==> src/rtl/iorrd_pkg.sv <==
/*
  Shared constants of the riser reset distribution block: clock rate,
  standby release delay, fan-out width and supervisor states.
  Assumes one 100 MHz clock and inputs already synchronous to it.
*/
// How it works
// - The standby supervisor waits a fixed delay after the standby rail nears 3 V, then releases the active-low standby good reset.
// - The incoming main power ok is forwarded as our own main power ok to the south bridge hub.
// - The hub bus reset is buffered into exact copies for super I/O, controller bus port and firmware hub; video and Ethernet get merged versions.
// - The hub resume well and the controller core take only the standby good reset, never the bus reset.
// - The super I/O copy of the bus reset resets both its bus interface and its core.
// - Video reset asserts while the bus reset is active or while the controller sets its video reset request bit to one.
// - Ethernet is reset by standby good after each standby power-on or reprogram pulse and, once main power ok has been seen again, also by the buffered bus reset.
// - This logic is held in reset by standby good while standby settles and again by the reprogram reset pulse.
`default_nettype none
package iorrd_pkg;
  localparam int unsigned CLK_MHZ = 100;
  localparam int unsigned STBY_DELAY_MS = 150;
  localparam int unsigned STBY_DELAY_CYC = STBY_DELAY_MS * 1000 * CLK_MHZ;
  localparam int unsigned STBY_CNT_W = 24;
  localparam int unsigned BUS_RST_FANOUT = 11;
  localparam int unsigned MAIN_CLK_STABLE_US = 1000;

  typedef enum logic [1:0] {
    IORRD_SUP_WAIT_RAIL = 2'h0,
    IORRD_SUP_DELAY = 2'h1,
    IORRD_SUP_GOOD = 2'h3
  } iorrd_sup_state_t;
endpackage
`default_nettype wire

==> src/rtl/iorrd_reset_dist.sv <==
/*
  Riser reset distribution: standby supervisor, main power ok
  forwarding, fan-out of the hub bus reset, video and Ethernet reset
  merging, and the block's own reset from standby good and reprogram.
  Standby-domain resets come straight from the supervisor; every
  main-domain reset other than Ethernet, and the forwarded power ok, leave through a flop,
  one edge behind the inputs that make them.
  While this logic is in its own reset every one of those outputs is
  low, so the devices behind it stay held until standby is good.
  Assumes all inputs synchronous to ref_clk_i; resets are active low.
*/
`default_nettype none
module iorrd_reset_dist #(
  parameter int unsigned STBY_DELAY_CYC = iorrd_pkg::STBY_DELAY_CYC,
  parameter int unsigned FANOUT = iorrd_pkg::BUS_RST_FANOUT
) (
  input wire logic ref_clk_i, // 100 MHz clock
  input wire logic rst_n_i, // async reset, active low
  input wire logic stby_rail_near_thresh_i, // standby rail near 3 V
  input wire logic main_power_ok_i, // from board reset circuit
  input wire logic pci_bus_reset_low_i, // bus reset from hub, low active
  input wire logic logic_reprogram_reset_low_i, // controller reprogram reset
  input wire logic video_reset_req_i, // controller video reset request bit
  output logic standby_power_good_n_o, // standby good reset, low active
  output logic hub_resume_reset_n_o, // hub resume well reset
  output logic mgmt_core_reset_n_o, // controller core reset
  output logic main_power_ok_o, // forwarded to hub
  output logic video_reset_n_o, // video controller reset
  output logic super_io_reset_n_o, // super I/O bus and core reset
  output logic mgmt_lpc_reset_n_o, // controller bus port reset
  output logic firmware_hub_reset_n_o, // firmware hub reset
  output logic ethernet_reset_n_o, // Ethernet controller reset
  output logic [FANOUT-1:0] pci_reset_copy_n_o // remaining bus reset copies
);
  typedef struct packed {
    logic pwr_ok;
    logic main_seen;
    logic video_n;
    logic sio_n;
    logic lpc_n;
    logic fwh_n;
    logic eth_n;
    logic [FANOUT-1:0] copy_n;
  } iorrd_dist_t;

  localparam iorrd_dist_t DIST_RST = '{
    pwr_ok: 1'b0,
    main_seen: 1'b0,
    video_n: 1'b0,
    sio_n: 1'b0,
    lpc_n: 1'b0,
    fwh_n: 1'b0,
    eth_n: 1'b0,
    copy_n: '0
  };

  // how far the main-powered side has come, as seen from here
  typedef enum logic [1:0] {
    IORRD_PH_HELD = 2'h0,
    IORRD_PH_STBY = 2'h1,
    IORRD_PH_MAIN = 2'h3
  } iorrd_phase_t;

  function automatic logic own_reset_f(
    input logic good_n,
    input logic reprog_n
  );
    logic held;
    held = !good_n || !reprog_n;
    return held;
  endfunction

  function automatic logic bus_copy_f(
    input logic hub_n
  );
    logic copy_n;
    copy_n = hub_n;
    return copy_n;
  endfunction

  // a plain follower, so the forwarded level falls one edge after the
  // input falls and never later
  function automatic logic pwr_ok_f(
    input logic ok_in
  );
    logic fwd;
    fwd = ok_in;
    return fwd;
  endfunction

  // video is held by the bus reset or by the controller's request bit
  function automatic logic video_merge_f(
    input logic hub_n,
    input logic req
  );
    logic merged_n;
    merged_n = hub_n && !req;
    return merged_n;
  endfunction

  // until main power has been seen once the bus reset is ignored
  function automatic logic eth_merge_f(
    input logic hub_n,
    input logic main_seen
  );
    logic merged_n;
    merged_n = hub_n || !main_seen;
    return merged_n;
  endfunction

  function automatic iorrd_phase_t phase_f(
    input logic held,
    input logic main_seen
  );
    iorrd_phase_t ph;
    if (held) begin
      ph = IORRD_PH_HELD;
    end else if (main_seen) begin
      ph = IORRD_PH_MAIN;
    end else begin
      ph = IORRD_PH_STBY;
    end
    return ph;
  endfunction

  logic stby_good_n;
  logic own_reset;
  logic main_ok_in;
  logic hub_rst_n;
  logic reprog_n;
  logic video_req;
  logic [FANOUT-1:0] copy_d;
  iorrd_phase_t phase;
  iorrd_dist_t s_q;
  iorrd_dist_t s_d;

  iorrd_stby_supervisor #(
    .CNT_W(iorrd_pkg::STBY_CNT_W),
    .DELAY_CYC(STBY_DELAY_CYC)
  ) u_sup (
    .ref_clk_i(ref_clk_i),
    .rst_n_i(rst_n_i),
    .rail_near_thresh_i(stby_rail_near_thresh_i),
    .standby_power_good_n_o(stby_good_n)
  );

  // plain renames of the pins so the logic below reads in one vocabulary
  assign main_ok_in = main_power_ok_i;
  assign hub_rst_n = pci_bus_reset_low_i;
  assign reprog_n = logic_reprogram_reset_low_i;
  assign video_req = video_reset_req_i;

  // held while standby settles and during a reprogram pulse
  assign own_reset = own_reset_f(stby_good_n, reprog_n);
  assign phase = phase_f(own_reset, s_q.main_seen);

  // every extra copy is a flop of its own, so one heavy load cannot
  // slow the edge that the other devices see
  for (genvar gi = 0; gi < FANOUT; gi++) begin : g_copy_d
    assign copy_d[gi] = bus_copy_f(hub_rst_n);
  end

  always_comb begin
    s_d = s_q;
    case (phase)
      IORRD_PH_HELD: begin
        s_d = DIST_RST;
      end
      IORRD_PH_STBY: begin
        // until main power ok has been seen since the last own reset the hub's bus reset only
        // reflects a dead main domain, so Ethernet follows standby alone
        s_d.pwr_ok = pwr_ok_f(main_ok_in);
        s_d.main_seen = main_ok_in;
        s_d.sio_n = bus_copy_f(hub_rst_n);
        s_d.lpc_n = bus_copy_f(hub_rst_n);
        s_d.fwh_n = bus_copy_f(hub_rst_n);
        s_d.copy_n = copy_d;
        s_d.video_n = video_merge_f(hub_rst_n, video_req);
        s_d.eth_n = eth_merge_f(hub_rst_n, 1'b0);
      end
      IORRD_PH_MAIN: begin
        // drops with the input; the hub sequences its own bus reset after
        s_d.pwr_ok = pwr_ok_f(main_ok_in);
        s_d.main_seen = 1'b1;
        s_d.sio_n = bus_copy_f(hub_rst_n);
        s_d.lpc_n = bus_copy_f(hub_rst_n);
        s_d.fwh_n = bus_copy_f(hub_rst_n);
        s_d.copy_n = copy_d;
        s_d.video_n = video_merge_f(hub_rst_n, video_req);
        s_d.eth_n = eth_merge_f(hub_rst_n, 1'b1);
      end
      default: begin
        s_d = DIST_RST;
      end
    endcase
  end

  always_ff @(posedge ref_clk_i or negedge rst_n_i) begin
    if (!rst_n_i) begin
      s_q <= DIST_RST;
    end else begin
      s_q <= s_d;
    end
  end

  // standby-domain resets never see the bus reset
  assign standby_power_good_n_o = stby_good_n;
  assign hub_resume_reset_n_o = stby_good_n;
  assign mgmt_core_reset_n_o = stby_good_n;

  // main-domain outputs come straight from flops
  assign main_power_ok_o = s_q.pwr_ok;
  assign video_reset_n_o = s_q.video_n;
  assign super_io_reset_n_o = s_q.sio_n;
  assign mgmt_lpc_reset_n_o = s_q.lpc_n;
  assign firmware_hub_reset_n_o = s_q.fwh_n;

  // gated by standby good too, so Ethernet is held from the very first edge
  assign ethernet_reset_n_o = s_q.eth_n && stby_good_n;
  for (genvar go = 0; go < FANOUT; go++) begin : g_copy_out
    assign pci_reset_copy_n_o[go] = s_q.copy_n[go];
  end
endmodule
`default_nettype wire

==> src/rtl/iorrd_stby_supervisor.sv <==
/*
  Standby supervisor: counts a fixed delay once the standby rail is
  near threshold, then releases the active-low standby good reset.
  Assumes the rail detector input is synchronous and already filtered.
*/
`default_nettype none
module iorrd_stby_supervisor #(
  parameter int unsigned CNT_W = iorrd_pkg::STBY_CNT_W,
  parameter int unsigned DELAY_CYC = iorrd_pkg::STBY_DELAY_CYC
) (
  input wire logic ref_clk_i, // system clock
  input wire logic rst_n_i, // async reset, active low
  input wire logic rail_near_thresh_i, // standby rail above detect level
  output logic standby_power_good_n_o // low holds standby domain in reset
);
  typedef struct packed {
    iorrd_pkg::iorrd_sup_state_t st;
    logic [CNT_W-1:0] cnt;
    logic good;
  } iorrd_sup_t;

  localparam logic [CNT_W-1:0] LAST = CNT_W'(DELAY_CYC - 1);

  iorrd_sup_t s_q;
  iorrd_sup_t s_d;

  always_comb begin
    s_d = s_q;
    case (s_q.st)
      iorrd_pkg::IORRD_SUP_WAIT_RAIL: begin
        s_d.cnt = '0;
        s_d.good = 1'b0;
        if (rail_near_thresh_i) begin
          s_d.st = iorrd_pkg::IORRD_SUP_DELAY;
        end
      end
      iorrd_pkg::IORRD_SUP_DELAY: begin
        // a dip during the delay restarts the whole wait
        if (!rail_near_thresh_i) begin
          s_d.st = iorrd_pkg::IORRD_SUP_WAIT_RAIL;
          s_d.cnt = '0;
        end else if (s_q.cnt == LAST) begin
          s_d.st = iorrd_pkg::IORRD_SUP_GOOD;
          s_d.good = 1'b1;
        end else begin
          s_d.cnt = s_q.cnt + 1'b1;
        end
      end
      iorrd_pkg::IORRD_SUP_GOOD: begin
        if (!rail_near_thresh_i) begin
          s_d.st = iorrd_pkg::IORRD_SUP_WAIT_RAIL;
          s_d.good = 1'b0;
          s_d.cnt = '0;
        end
      end
      default: begin
        s_d.st = iorrd_pkg::IORRD_SUP_WAIT_RAIL;
        s_d.good = 1'b0;
        s_d.cnt = '0;
      end
    endcase
  end

  always_ff @(posedge ref_clk_i or negedge rst_n_i) begin
    if (!rst_n_i) begin
      s_q <= '{st: iorrd_pkg::IORRD_SUP_WAIT_RAIL, cnt: '0, good: 1'b0};
    end else begin
      s_q <= s_d;
    end
  end

  assign standby_power_good_n_o = s_q.good;
endmodule
`default_nettype wire

==> config.mk <==
export PLATFORM = sky130hd
export DESIGN_NAME = iorrd_reset_dist
export DESIGN_NICKNAME = d
export VERILOG_FILES = /design/src/rtl/iorrd_pkg.sv /design/src/rtl/iorrd_reset_dist.sv /design/src/rtl/iorrd_stby_supervisor.sv
export SDC_FILE = /design/constraint.sdc
export NUM_CORES = 1
export LEC_CHECK = 0
export BUFFER_PORTS_ARGS = -buffer_cell sky130_fd_sc_hd__clkbuf_2
export CORE_ASPECT_RATIO = 0.9
export CORE_MARGIN = 2
export CORE_UTILIZATION = 56
export DETAILED_ROUTE_END_ITERATION = 7
export PLACE_DENSITY = 0.8
export RECOVER_POWER = 100
export SYNTH_ARGS = -nofsm -noshare
export SYNTH_HDL_FRONTEND = slang
export SYNTH_SLANG_ARGS = --single-unit
==> constraint.sdc <==
create_clock -name ref_clk_i -period 2.46 [get_ports ref_clk_i]
set_input_delay 0.123 -clock ref_clk_i [delete_from_list [all_inputs] [get_ports ref_clk_i]]
set_output_delay 0.123 -clock ref_clk_i [all_outputs]
set_load 0.01 [all_outputs]
* Yosys cells after proc, flatten, opt, wreduce, memory -nomap -nowiden
Index checks and enable logic that the tools add are counted.
** Storage, ports and cells
- Register bits :: 45
- Input bits :: 7
- Output and inout port bits :: 20
- Word-level logic and storage cells :: 44
** Cells by class
- Add/sub/neg operators :: 1
- Equality and inequality tests :: 11
- Mux-type cells :: 11
- Reduce and logical (&&, ||, !) cells :: 10
** Operators by type and width (count)
- one-hot mux 27 bit (3 select lines) :: 1
- one-hot mux 18 bit (2 select lines) :: 1
- 2-to-1 mux 27 bit :: 1
- 2-to-1 mux 26 bit :: 1
- adder 24 x 1 -> 24 bit, second input constant :: 1
- equality test 24 bit, second input constant :: 1
- 2-to-1 mux 24 bit :: 1
- 2-to-1 mux 2 bit :: 4
- != test 2 bit, second input constant :: 3
- AND reduction 3 bit :: 2
- equality test 2 x 1 -> 1 bit, second input constant :: 2
- equality test 2 bit, second input constant :: 2
- logical NOT 1 bit :: 3
- != test 3 x 2 -> 1 bit, second input constant :: 1
- != test 3 bit, second input constant :: 1
- logical AND 1 bit :: 2
- logical NOT 2 bit :: 1
- 2-to-1 mux 1 bit :: 2
- != test 2 x 1 -> 1 bit, second input constant :: 1
- AND reduction 2 bit :: 1
- logical OR 1 bit :: 1

* Longest topological paths before layout
Gate-level depths: netlist of run 1.
- Word-level depth :: 5
- Gate-level depth with buffers :: 6
- Depth with buffers taken out :: 5

* By module
A second synthesis of run 1 with hierarchy kept.
** Second synthesis, totals
- Cell total of the unflattened synthesis :: 185
- Area, all modules :: 1716.6 sq um
** By module, submodules not included
- iorrd_stby_supervisor :: times used 1, cells each 156, area each 1423.9 sq um, sequential area each 675.6 sq um
- iorrd_reset_dist :: times used 1, cells each 29, area each 292.8 sq um, sequential area each 125.1 sq um

* Least setup slack after synthesis of run 1
Ideal clock, no wire load.
- Kind :: flip-flop to flip-flop
- Start :: register u_sup.s_q[26] (netlist name)
- End :: register u_sup.s_q[22] (netlist name)
- Library setup time :: 0.078 ns
- Arrival :: 1.728 ns
- Data required time :: 2.382 ns
- Path slack :: 0.654 ns
- Stages on the path, launching flop included :: 7
- Period minus slack after synthesis :: 1.806 ns
- Path through :: dfrtp_1 buf_2 nand3b_4 or3_4 buf_6 or4_1 a21oi_1
** On the way
- Longest elaborated chain between the ends :: 3
- Elaborated cells on any way between the ends :: 7
** Ends and longest elaborated chain
- from (decl) :: RTL line iorrd_stby_supervisor.sv:24 : iorrd_sup_t s_q;
- from (signal assigned) :: RTL line iorrd_stby_supervisor.sv:66 : s_q <= '{st: iorrd_pkg::IORRD_SUP_WAIT_RAIL, cnt: '0, good: 1'b0};
- equality test 2 x 1 -> 1 bit or equality test 2 bit (tied branches) :: RTL line iorrd_stby_supervisor.sv:29 : case (s_q.st)
- != test 3 bit (no line) or != test 2 bit (tied branches)
- AND reduction 2 bit (no line)
Parallel ways exist; a longest one is shown, timed or not.
A chain may end at the register's enable or synchronous reset.

* Worst setup path after layout of run 1
- Start :: register u_sup.s_q[8] (netlist name)
- End :: register u_sup.s_q[23] (netlist name)
** On the way
- Longest elaborated chain between the ends :: 4
- Elaborated cells on any way between the ends :: 7
** Ends and longest elaborated chain
- adder 24 x 1 -> 24 bit :: RTL line iorrd_stby_supervisor.sv:46 : s_d.cnt = s_q.cnt + 1'b1;
- 2-to-1 mux 24 bit :: RTL line iorrd_stby_supervisor.sv:42 : end else if (s_q.cnt == LAST) begin
- 2-to-1 mux 26 bit :: RTL line iorrd_stby_supervisor.sv:39 : if (!rail_near_thresh_i) begin
- one-hot mux 27 bit (3 select lines) :: RTL line iorrd_stby_supervisor.sv:29
Parallel ways exist; a longest one is shown, timed or not. The select of a mux whose other input is x is not followed.

==> results of run 1 <==
power breakdown:
part	total [W]	internal [W]	switching [W]
Clock	0.000314	0.000141	0.000173
Combinational	0.0000323	0.00000914	0.0000231
Sequential	0.000530	0.000528	0.00000243
Total	0.000877	0.000678	0.000199
registers in the layout, summed over array words and instances, names as in the netlist:
register                      count
pci_reset_copy_n_o                1
u_sup.standby_power_good_n_o      1
s_q                               2
u_sup.s_q                        26
video_reset_n_o                   1
main_power_ok_o                   1
worst paths after layout:
kind / slack [ns] / from / cells past startpoint / to
worst max-delay path: 0.30 / u_sup.s_q[8] / 4 / u_sup.s_q[23]
max in group asynchronous: 0.76 / rst_n_i / 2 / u_sup.s_q[14]
worst min-delay path: 0.03 / pci_bus_reset_low_i / 3 / pci_reset_copy_n_o[9]
worst max register to register: 0.30 / u_sup.s_q[8] / 4 / u_sup.s_q[23]
worst min register to register: 0.48 / s_q[16] / 1 / s_q[11]
min in group asynchronous: 0.74 / rst_n_i / 2 / u_sup.s_q[3]
per-stage QoR:
stage	setup WS (ns)	util, %	instances	instance area, um^2	hold slack (ns)
2_1_floorplan	0.6540	-	187	1778	-0.1726
6_report	0.3013	60.44	241	1839	0.02751
4_1_cts	0.3394	61.88	241	1883	0.01964
5_1_grt	0.1336	60.44	241	1839	0.02198
3_3_place_gp	0.5212	59.29	231	1804	0.2234
3_5_place_dp	0.3821	59.29	231	1804	0.2317
layout make-up:
cell class	instances	area [um^2]	area share, %
Tap cell	42	52.55	2.857
Inverter	7	26.28	1.429
Multi-Input combinational cell	124	775.7	42.18
Timing Repair Buffer	28	125.1	6.803
Clock buffer	8	58.81	3.197
Sequential cell	32	800.8	43.54
cell usage after synthesis, types with 2 or more instances:
master	instances	area share, %
sky130_fd_sc_hd__dfrtp_1	32	45
sky130_fd_sc_hd__a21oi_1	18	5.1
sky130_fd_sc_hd__nand2_1	17	3.6
sky130_fd_sc_hd__buf_4	15	6.3
sky130_fd_sc_hd__or4_1	10	4.2
sky130_fd_sc_hd__o31ai_1	9	3.8
sky130_fd_sc_hd__inv_1	7	1.5
sky130_fd_sc_hd__nor2_1	7	1.5
sky130_fd_sc_hd__o21ai_0	7	2.0
sky130_fd_sc_hd__clkbuf_1	6	1.3
sky130_fd_sc_hd__nand4_1	6	2.1
sky130_fd_sc_hd__mux2i_1	5	2.8
sky130_fd_sc_hd__nand2b_1	4	1.4
sky130_fd_sc_hd__nand3_1	4	1.1
sky130_fd_sc_hd__a211oi_1	3	1.3
sky130_fd_sc_hd__and2_1	3	1.1
sky130_fd_sc_hd__and3_1	3	1.1
sky130_fd_sc_hd__and4_1	3	1.5
sky130_fd_sc_hd__nor4b_1	3	1.5
sky130_fd_sc_hd__or3_1	3	1.1
sky130_fd_sc_hd__xnor2_1	3	1.5
sky130_fd_sc_hd__a2111o_1	2	1.3
sky130_fd_sc_hd__nor3_1	2	0.56
sky130_fd_sc_hd__or3_2	2	0.84
worst register-to-register path: cells and delay by family (launching register included):
family | cells | cell delay, ns
DFF | 1 | 0.42
AOI/OAI and AO/OA | 1 | 0.16
and+or+nand+nor | 3 | 1.51
logic make-up (layout without fill, tap and decap cells):
| kind of cell | after synthesis | after routing |
|---|---|---|
| flip-flops | 32 | 32 |
| buffers and inverters | 31 | 43 |
| adder cells (fa/ha/maj) | 1 | 1 |
| AND/OR/NAND/NOR | 74 | 74 |
| XOR/XNOR | 4 | 4 |
| multiplexers | 5 | 5 |
| AO/OA/AOI/OAI | 40 | 40 |
per-layer routing:
metal | share of wire [%] | global-route usage, % | wire [um]
met1 | 45 | 27.19 | 1555
met2 | 48 | 35.79 | 1676
met3 | 5.4 | 6.114 | 189
met4 | 1.8 | 9.006 | 63
met5 | 0 | 0 | 0
cell usage in the layout (no fill, tap or decap), types with 2 or more instances in the layout:
master                          Yosys  final
sky130_fd_sc_hd__a21oi_1           18     18
sky130_fd_sc_hd__nand4_1            6      6
sky130_fd_sc_hd__or3_1              3      4
sky130_fd_sc_hd__xnor2_1            3      3
sky130_fd_sc_hd__mux2i_1            5      5
sky130_fd_sc_hd__clkbuf_1           6     22
sky130_fd_sc_hd__clkbuf_4           0      5
sky130_fd_sc_hd__o31ai_1            9      9
sky130_fd_sc_hd__a2111o_1           2      2
sky130_fd_sc_hd__nor2_1             7      7
sky130_fd_sc_hd__or4_1             10     10
sky130_fd_sc_hd__or3_2              2      2
sky130_fd_sc_hd__inv_1              7      7
sky130_fd_sc_hd__nor4b_1            3      3
sky130_fd_sc_hd__nand3_1            4      4
sky130_fd_sc_hd__and3_1             3      3
sky130_fd_sc_hd__nand2b_1           4      4
sky130_fd_sc_hd__o21ai_0            7      7
sky130_fd_sc_hd__a211oi_1           3      3
sky130_fd_sc_hd__nor3_1             2      2
sky130_fd_sc_hd__and4_1             3      4
sky130_fd_sc_hd__dlygate4sd3_1      0      2
sky130_fd_sc_hd__clkbuf_2           1      6
sky130_fd_sc_hd__nand2_1           17     17
sky130_fd_sc_hd__and2_1             3      2
sky130_fd_sc_hd__dfrtp_1           32     32
repair_timing:
action	CTS	global route
endpoints found under the setup margin	0	0
endpoints found under the hold margin	33	0
hold buffers	2	0
==> out/qor.log, run 1 <==
INFO  clocking       htreeDepth=2
INFO  power_and_ir_drop power_per_cell_area=476.7nW/um^2
INFO  die            die_w=63.40um
INFO  logic_synthesis synth_flop_cell=sky130_fd_sc_hd__dfrtp_1
INFO  logic_synthesis cell_count_after_synthesis=187
INFO  sta            final_hold_viol_count=0
INFO  clocking       number_of_post_cts_setup_repair_buffers=0
INFO  finish         final_layout_size_suffix_gt1_share=7.538%
INFO  clocking       clock_path_buffers=2
INFO  logic_synthesis register_bit_total_from_synthesis=32
INFO  critical_path  worstPathMaxFanout=16
INFO  clocking       clkLatencyLatePin=0.33ns
INFO  logic_synthesis synth_compound_area_share=13.79%
INFO  sta            fmaxAchievable=463.2MHz
INFO  clocking       cts.repair.resized=0
INFO  sta            fin_skew=0.008673ns
INFO  die            core-area=3043um^2
INFO  sta            rsz0062_at_grt=no
INFO  finish         nets=206
INFO  logic_synthesis post_synth_mux_area_share=2.815%
INFO  logic_synthesis synth-simple-area-share=25.40%
INFO  sta            timing.slew.headroom=-10.60%
INFO  sta            timing_max_transition_violations_final=33
INFO  sta            timing.final.crit_share=87.75%
INFO  min_path       hold_class=input port to flop
INFO  route          post_detailed_route_via_to_cell_ratio=5.905
INFO  logic_synthesis combinational_family_with_the_most_area_after_synthesis=simple AND/OR/NAND/NOR gates
INFO  logic_synthesis synth-seq-area-share=45.04%
INFO  die            initial_core_util=58.43%
INFO  clocking       root_buffer=sky130_fd_sc_hd__clkbuf_4
INFO  die            placement_rows=19
INFO  clocking       clock_tree_from_tritoncts=yes
INFO  power_and_ir_drop total_power=0.0008768W
INFO  clocking       worst_setup_hold_path_clk_slew=0.09ns
INFO  logic_synthesis warning_count_from_the_yosys_run=0
INFO  critical_path  critical_path_class=flop to flop
INFO  route          route.detailed.drc=0
INFO  run_status     failed_checks=capacitance limit, slew limit
INFO  critical_path  arrival=2.41ns
INFO  critical_path  cp.buffers_inverters=0
INFO  critical_path  worstPathCellList=and4_1 -> nand4_1 -> or4_1 -> a21oi_1
INFO  critical_path  critPathSlowestCell=sky130_fd_sc_hd__or4_1
INFO  die            design.die.area=3642um^2
INFO  grt            grt_pass1_wl=6168um
INFO  power_and_ir_drop power.static_leakage=0.7109nW
INFO  clocking       cts_buffers=5
INFO  place          place_hpwl=2376um
INFO  finish         area_growth=3.448%
INFO  clocking       cts_sinks=32
INFO  sta            finalSetupViolations=0
INFO  logic_synthesis post_synthesis_instance_area=1778um^2
INFO  finish         layout.filler_cells=296
INFO  place          io_buffers=26
INFO  logic_synthesis post_synth_fa_ha_maj_area_fraction=0.7037%
INFO  critical_path  timing.critical_path.from_type=flop
INFO  logic_synthesis synth.net_count=195
INFO  route          via_count=1,423
INFO  critical_path  crit_path_end_kind=flop
INFO  route          detail-route-antenna-nets=0
INFO  finish         num_antenna_cells=0
INFO  logic_synthesis avgSynthCellArea=9.508um^2
INFO  route          drt_iter0_drc=63
INFO  route          route.final.wire_length=3486um
INFO  grt            grt-ovfl-total=0
INFO  job            cap_viol_max_count=1
INFO  power_and_ir_drop largest_vdd_supply_drop=0.3005mV
INFO  grt            grt_max_degree=33
INFO  logic_synthesis synth_xor_xnor_area_share=1.970%
INFO  die            num_io_pins=27
INFO  route          drt-pass1-iter-count=4
INFO  grt            via_count_of_the_first_global_routing_pass=1,384
INFO  run_status     status=complete, but fails checks
INFO  grt            grt.total_usage=21.71%
INFO  place          gp_routability_congestion=0.8089
INFO  logic_synthesis ys_async_sr_fraction=100.0%
INFO  critical_path  critical_path.max_stage_delay=0.68ns
INFO  logic_synthesis synth-edff-count=0
INFO  sta            worst_slew_pin_tran=1.659ns
INFO  sta            setup_total_negative_slack=0ns
INFO  logic_synthesis ys_types=37
INFO  sta            layout_min_cycle_time=2.159ns
INFO  critical_path  crit_required=2.71ns
INFO  die            die_height=57.46um
INFO  route          avgRoutedWirePerCell=14.46um
INFO  grt            antenna_found_initial=0
INFO  critical_path  timing.critical_path.max_delay_family=simple AND/OR/NAND/NOR gates
Note: power is estimated with default switching activity, not from simulation.
==> run 2: changes to the inputs <==
HOLD_SLACK_MARGIN = 0.05   (was unset)
==> out/qor.log, run 2 (synthesized netlist as in run 1, its figures left out) <==
INFO  power_and_ir_drop pwr-share-seq=60.1% [-0.4 points]
INFO  finish         nets=212 [+2.9%]
INFO  finish         regMostFlops=u_sup.s_q
INFO  clocking       clkLatencyLatePin=0.33ns [about the same]
INFO  finish         number_of_flip_flops_in_the_largest_register=26 [unchanged]
INFO  power_and_ir_drop largest_vdd_supply_drop=0.3021mV [+0.51%]
INFO  grt            grt_pass1_wl=6368um [+3.2%]
INFO  critical_path  crit_path_end_kind=flop
INFO  clocking       clock_path_buffers=2 [unchanged]
INFO  min_path       hold_class=flop to flop
INFO  power_and_ir_drop share_comb_of_total_power=4.3% [+0.6 points]
INFO  route          drt-pass1-iter-count=4 [unchanged]
INFO  power_and_ir_drop share_clk_of_total_power=35.6% [-0.2 points]
INFO  run_status     status=complete, but fails checks
INFO  grt            grt-ovfl-total=0 [unchanged]
INFO  critical_path  arrival=2.41ns [about the same]
INFO  power_and_ir_drop internal-power=0.0006821W [+0.61%]
INFO  grt            antenna_found_initial=0 [unchanged]
INFO  critical_path  worstPathMaxFanout=16 [unchanged]
INFO  finish         top_regs=u_sup.s_q x26, s_q x2
INFO  run_status     failed_checks=capacitance limit, slew limit
INFO  finish         final_layout_size_suffix_gt1_share=7.317% [-0.22 points]
INFO  die            die_w=63.40um [unchanged]
INFO  finish         layout_common_cells=sky130_fd_sc_hd__dfrtp_1 (32), sky130_fd_sc_hd__clkbuf_1 (22), sky130_fd_sc_hd__a21oi_1 (18)
INFO  place          io_buffers=26 [unchanged]
INFO  sta            layout_min_cycle_time=2.152ns [-0.006645 ns]
INFO  clocking       cts.hold.buffers_added=8 [+6]
INFO  sta            finalSetupViolations=0 [unchanged]
INFO  sta            timing.final.crit_share=87.48% [-0.27 points]
INFO  sta            rsz0062_at_grt=no
INFO  grt            grt_max_degree=33 [unchanged]
INFO  critical_path  reg2reg_depth=4 [unchanged]
INFO  die            num_io_pins=27 [unchanged]
INFO  sta            timing.slew.headroom=-11.37% [-0.77 points]
INFO  finish         num_antenna_cells=0 [unchanged]
INFO  finish         layout_commonest_cell=sky130_fd_sc_hd__dfrtp_1
INFO  route          avgRoutedWirePerCell=14.64um [+1.2%]
INFO  power_and_ir_drop power.static_leakage=0.7416nW [+4.3%]
INFO  grt            grt.total_usage=22.44% [+0.73 points]
INFO  job            cap_viol_max_count=1 [unchanged]
INFO  route          drt_iter0_drc=78 [+24%]
INFO  route          route.detailed.drc=0 [unchanged]
INFO  finish         area_growth=6.826%
INFO  die            design.die.area=3642um^2 [unchanged]
INFO  sta            final_hold_viol_count=0 [unchanged]
INFO  power_and_ir_drop switching_share=22.72% [+0.050 points]
INFO  critical_path  crit_required=2.71ns [about the same]
INFO  clocking       number_of_post_cts_setup_repair_buffers=0 [unchanged]
INFO  route          route.final.wire_length=3617um [+3.8%]
INFO  sta            timing_max_transition_violations_final=33 [unchanged]
INFO  clocking       htreeDepth=2 [unchanged]
INFO  route          post_detailed_route_via_to_cell_ratio=5.903 [about the same]
INFO  power_and_ir_drop switchingPower=0.0002006W [+0.89%]
INFO  sta            fin_hold_ws=0.4929ns [+0.4654 ns]
INFO  die            die_height=57.46um [unchanged]
INFO  route          detail-route-antenna-nets=0 [unchanged]
INFO  clocking       cts_sinks=32 [unchanged]
INFO  die            initial_core_util=58.43% [unchanged]
INFO  clocking       clock_tree_from_tritoncts=yes
INFO  sta            fin_skew=0.008588ns [-0.00008596 ns]
INFO  sta            setup_total_negative_slack=0ns [unchanged]
INFO  power_and_ir_drop power_per_cell_area=464.8nW/um^2 [-2.5%]
INFO  clocking       cts_buffers=5 [unchanged]
INFO  sta            fmaxAchievable=464.7MHz [+0.31%]
INFO  route          via_count=1,458 [+2.5%]
INFO  clocking       worst_setup_hold_path_clk_slew=0.10ns [about the same]
INFO  clocking       root_buffer=sky130_fd_sc_hd__clkbuf_4
INFO  die            core-area=3043um^2 [unchanged]
INFO  critical_path  timing.critical_path.from_type=flop
INFO  critical_path  critical_path_class=flop to flop
INFO  sta            worst_slew_pin_tran=1.671ns [+0.01153 ns]
INFO  clocking       cts.repair.resized=0 [unchanged]
INFO  grt            via_count_of_the_first_global_routing_pass=1,418 [+2.5%]
INFO  die            placement_rows=19 [unchanged]
INFO  place          gp_routability_congestion=0.8089 [unchanged]
INFO  place          place_hpwl=2376um [unchanged]
INFO  min_path       whs_path_depth=1 [-2]
## run 2: power groups by stage
stage / Sequential [W] / Combinational (W) / Clock [W]
floorplan: 0.000540 / 0.0000127 / 0
global placement: 0.000540 / 0.0000295 / 0
detailed placement: 0.000541 / 0.0000308 / 0
CTS: 0.000530 / 0.0000383 / 0.000321
global route: 0.000531 / 0.0000430 / 0.000348
finish: 0.000530 / 0.0000377 / 0.000315
## run 2: per-layer routing
layer | global-route usage [%] | up-vias | share of wire [%]
met5 | 0 | - | 0
met2 | 36.84 | 50 | 49
li1 | - | 696 | -
met4 | 9.938 | 0 | 1.8
met1 | 28.10 | 705 | 43
met3 | 6.114 | 7 | 5.7
## run 2: layout make-up
class	count	area, um^2
clock buffer	8	58.81
fill	292	1144
inverter	7	26.28
multi-input combinational	124	775.7
sequential	32	800.8
tap	42	52.55
timing repair buffer	34	185.2
## run 2: worst max-delay path, stage by stage, from the launching register on
cell and delay (ns):
sky130_fd_sc_hd__dfrtp_1 0.42, sky130_fd_sc_hd__and4_1 0.32, sky130_fd_sc_hd__nand4_1 0.50, sky130_fd_sc_hd__or4_1 0.68
sky130_fd_sc_hd__a21oi_1 0.15
## run 2: worst paths after layout
| kind | start | slack, ns | end |
|---|---|---|---|
| worst max-delay path | u_sup.s_q[8] | 0.31 | u_sup.s_q[19] |
| worst min-delay path | s_q[16] | 0.49 | s_q[11] |
| worst max register to register | u_sup.s_q[8] | 0.31 | u_sup.s_q[19] |
| worst min register to register | s_q[16] | 0.49 | s_q[11] |
| max in group asynchronous | rst_n_i | 0.75 | u_sup.s_q[14] |
| min in group asynchronous | rst_n_i | 0.74 | u_sup.s_q[3] |
## run 2: metrics by stage
| step | cell area [um^2] | worst slack (ns) | power (W) | utilization (%) | instances |
|---|---|---|---|---|---|
| finish | 1899 | 0.3080 | 0.0008827 | 62.42 | 247 |
| global route | 1899 | 0.1336 | 0.0009217 | 62.42 | 247 |
| CTS | 1943 | 0.3394 | 0.0008897 | 63.86 | 247 |
| detailed placement | 1804 | 0.3821 | 0.0005716 | 59.29 | 231 |
| global placement | 1804 | 0.5212 | 0.0005699 | 59.29 | 231 |
| floorplan | 1778 | 0.6540 | 0.0005529 | - | 187 |
==> run 3: changes to the inputs <==
CORE_UTILIZATION = 49   (was 56)
PLACE_DENSITY = 0.71   (was 0.8)
==> out/qor.log, run 3 (synthesized netlist as in run 1, its figures left out) <==
INFO  finish         top_regs=u_sup.s_q x26, s_q x2
INFO  die            design.die.area=4127um^2 [+13%]
INFO  route          avgRoutedWirePerCell=14.66um [about the same]
INFO  die            num_io_pins=27 [unchanged]
INFO  sta            timing_max_transition_violations_final=33 [unchanged]
INFO  clocking       clock_path_buffers=2 [unchanged]
INFO  clocking       cts.repair.resized=0 [unchanged]
INFO  grt            globalRoute.busiestLayer=met2
INFO  sta            setup_total_negative_slack=0ns [unchanged]
INFO  finish         layoutNonFillerInstCount=242 [-2.0%]
INFO  power_and_ir_drop total_power=0.0009962W [+13%]
INFO  route          drt-pass1-iter-count=4 [unchanged]
INFO  critical_path  timing.critical_path.from_type=flop
INFO  min_path       timing.hold.worst.start=main_power_ok_i
INFO  sta            fin_skew=0.004409ns [-0.004178 ns]
INFO  finish         stdcell_area=1887um^2 [-0.66%]
INFO  sta            fmaxAchievable=470.3MHz [+1.2%]
INFO  grt            grt_max_degree=33 [unchanged]
INFO  critical_path  crit_path_end_kind=flop
INFO  route          via_count=1,437 [-1.4%]
INFO  sta            timing.final.crit_share=86.43% [-1.1 points]
INFO  route          detail-route-antenna-nets=0 [unchanged]
INFO  finish         num_antenna_cells=0 [unchanged]
INFO  finish         layout_commonest_cell=sky130_fd_sc_hd__dfrtp_1
INFO  finish         final_layout_size_suffix_gt1_share=8.081% [+0.76 points]
INFO  clocking       clock_tree_from_tritoncts=yes
INFO  finish         nets=206 [-2.8%]
INFO  die            initial_core_util=51.86% [-6.6 points]
INFO  die            die_w=67.50um [+6.5%]
INFO  clocking       worst_setup_hold_path_clk_slew=0.06ns [-0.04 ns]
INFO  finish         regMostFlops=u_sup.s_q
INFO  min_path       hold_class=input port to flop
INFO  grt            globalRouteMet2Util=33.75% [-3.1 points]
INFO  sta            final_hold_viol_count=0 [unchanged]
INFO  clocking       clkLatencyLatePin=0.29ns [-0.04 ns]
INFO  power_and_ir_drop largest_vdd_supply_drop=0.3353mV [+11%]
INFO  finish         area_growth=6.122%
INFO  clocking       number_of_post_cts_setup_repair_buffers=0 [unchanged]
INFO  sta            finalSetupViolations=0 [unchanged]
INFO  run_status     failed_checks=capacitance limit, slew limit
INFO  grt            grt-ovfl-total=0 [unchanged]
INFO  clocking       cts_buffers=5 [unchanged]
INFO  route          post_detailed_route_via_to_cell_ratio=5.938 [+0.60%]
INFO  die            placement_rows=20 [+1]
INFO  critical_path  worstPathMaxFanout=16 [unchanged]
INFO  die            core-area=3428um^2 [+13%]
INFO  place          dpl.cell_count=233 [+0.87%]
INFO  route          route.final.wire_length=3547um [-1.9%]
INFO  power_and_ir_drop power.static_leakage=0.7689nW [+3.7%]
INFO  power_and_ir_drop power_per_cell_area=528.0nW/um^2 [+14%]
INFO  clocking       root_buffer=sky130_fd_sc_hd__clkbuf_8
INFO  critical_path  arrival=2.32ns [-0.09 ns]
INFO  grt            antenna_found_initial=0 [unchanged]
INFO  clocking       cts_sinks=32 [unchanged]
INFO  sta            layout_min_cycle_time=2.126ns [-0.02591 ns]
INFO  finish         number_of_flip_flops_in_the_largest_register=26 [unchanged]
INFO  sta            rsz0062_at_grt=no
INFO  critical_path  critical_path_class=flop to flop
INFO  finish         layout_common_cells=sky130_fd_sc_hd__dfrtp_1 (32), sky130_fd_sc_hd__clkbuf_1 (20), sky130_fd_sc_hd__a21oi_1 (18)
INFO  critical_path  setup.worst_path.start=u_sup.s_q[8]
INFO  critical_path  crit_required=2.65ns [-0.06 ns]
INFO  run_status     status=complete, but fails checks
INFO  grt            grt.total_usage=20.82% [-1.6 points]
INFO  place          place_hpwl=2373um [-0.14%]
INFO  route          route.detailed.drc=0 [unchanged]
INFO  sta            timing.slew.headroom=-14.97% [-3.6 points]
INFO  grt            gr-usage-met3=4.388% [-1.7 points]
INFO  sta            fin_hold_ws=0.08834ns [-0.4045 ns]
INFO  grt            grt_util_met1=26.21% [-1.9 points]
INFO  place          io_buffers=26 [unchanged]
INFO  critical_path  startpoint_of_the_lowest_slack_register_to_register_path=u_sup.s_q[8]
INFO  grt            via_count_of_the_first_global_routing_pass=1,398 [-1.4%]
INFO  place          placed_cell_area=1807um^2 [+0.14%]
INFO  clocking       htreeDepth=2 [unchanged]
INFO  die            die_height=61.15um [+6.4%]
INFO  job            cap_viol_max_count=1 [unchanged]
INFO  route          drt_iter0_drc=100 [+28%]
INFO  place          gp_routability_congestion=0.8099 [+0.12%]
INFO  grt            grt_pass1_wl=6299um [-1.1%]
INFO  sta            worst_slew_pin_tran=1.725ns [+0.05399 ns]
[run 3: cell count changes in the layout (fill, tap and decap cells not counted), sizes merged]
cell,change
clkbuf,-1
dlygate4sd3,-6
[run 3: metal layers]
layer	up-vias	share of wire, %
met5	-	0
met4	0	2.0
met3	9	5.5
met2	44	49
met1	697	44
li1	687	-
[run 3: what timing repair did]
action,4_1_cts,5_1_grt
hold buffers,2,0
endpoints found under the setup margin,0,0
endpoints found under the hold margin,33,0
[run 3: cell type report]
| cell class | count | area, um^2 |
|---|---|---|
| clock buffer | 7 | 96.34 |
| fill | 312 | 1541 |
| inverter | 7 | 26.28 |
| multi-input combinational | 124 | 783.3 |
| sequential | 32 | 800.8 |
| tap | 44 | 55.05 |
| timing repair buffer | 28 | 125.1 |
[run 3: worst paths after layout]
path | end | slack [ns] | cells past startpoint
max in group asynchronous | u_sup.s_q[19] | 0.59 | 2
setup reg to reg | u_sup.s_q[22] | 0.33 | 4
hold / removal | s_q[16] | 0.09 | 3
hold reg to reg | s_q[11] | 0.46 | 1
min in group asynchronous | u_sup.s_q[2] | 0.87 | 2
setup / recovery | u_sup.s_q[22] | 0.33 | 4
[run 3: through the flow]
stage                     setup slack [ns]  util (%)
after CTS                           0.3544     56.09
after floorplan                     0.6540         -
after detailed placement            0.3998     52.70
after global placement              0.5068     52.70
final                               0.3339     55.04
after global routing                0.1429     55.04
[run 3: power breakdown]
group	total, W	switching [W]	internal, W
sequential	0.000531	0.00000187	0.000529
combinational	0.0000328	0.0000237	0.00000917
clock	0.000433	0.000184	0.000249
[run 3: worst max-delay path, stage by stage, from the launching register on]
cell,delay (ns)
sky130_fd_sc_hd__dfrtp_1,0.42
sky130_fd_sc_hd__and4_1,0.30
sky130_fd_sc_hd__nand4_1,0.48
sky130_fd_sc_hd__or4_1,0.64
sky130_fd_sc_hd__a21oi_1,0.18
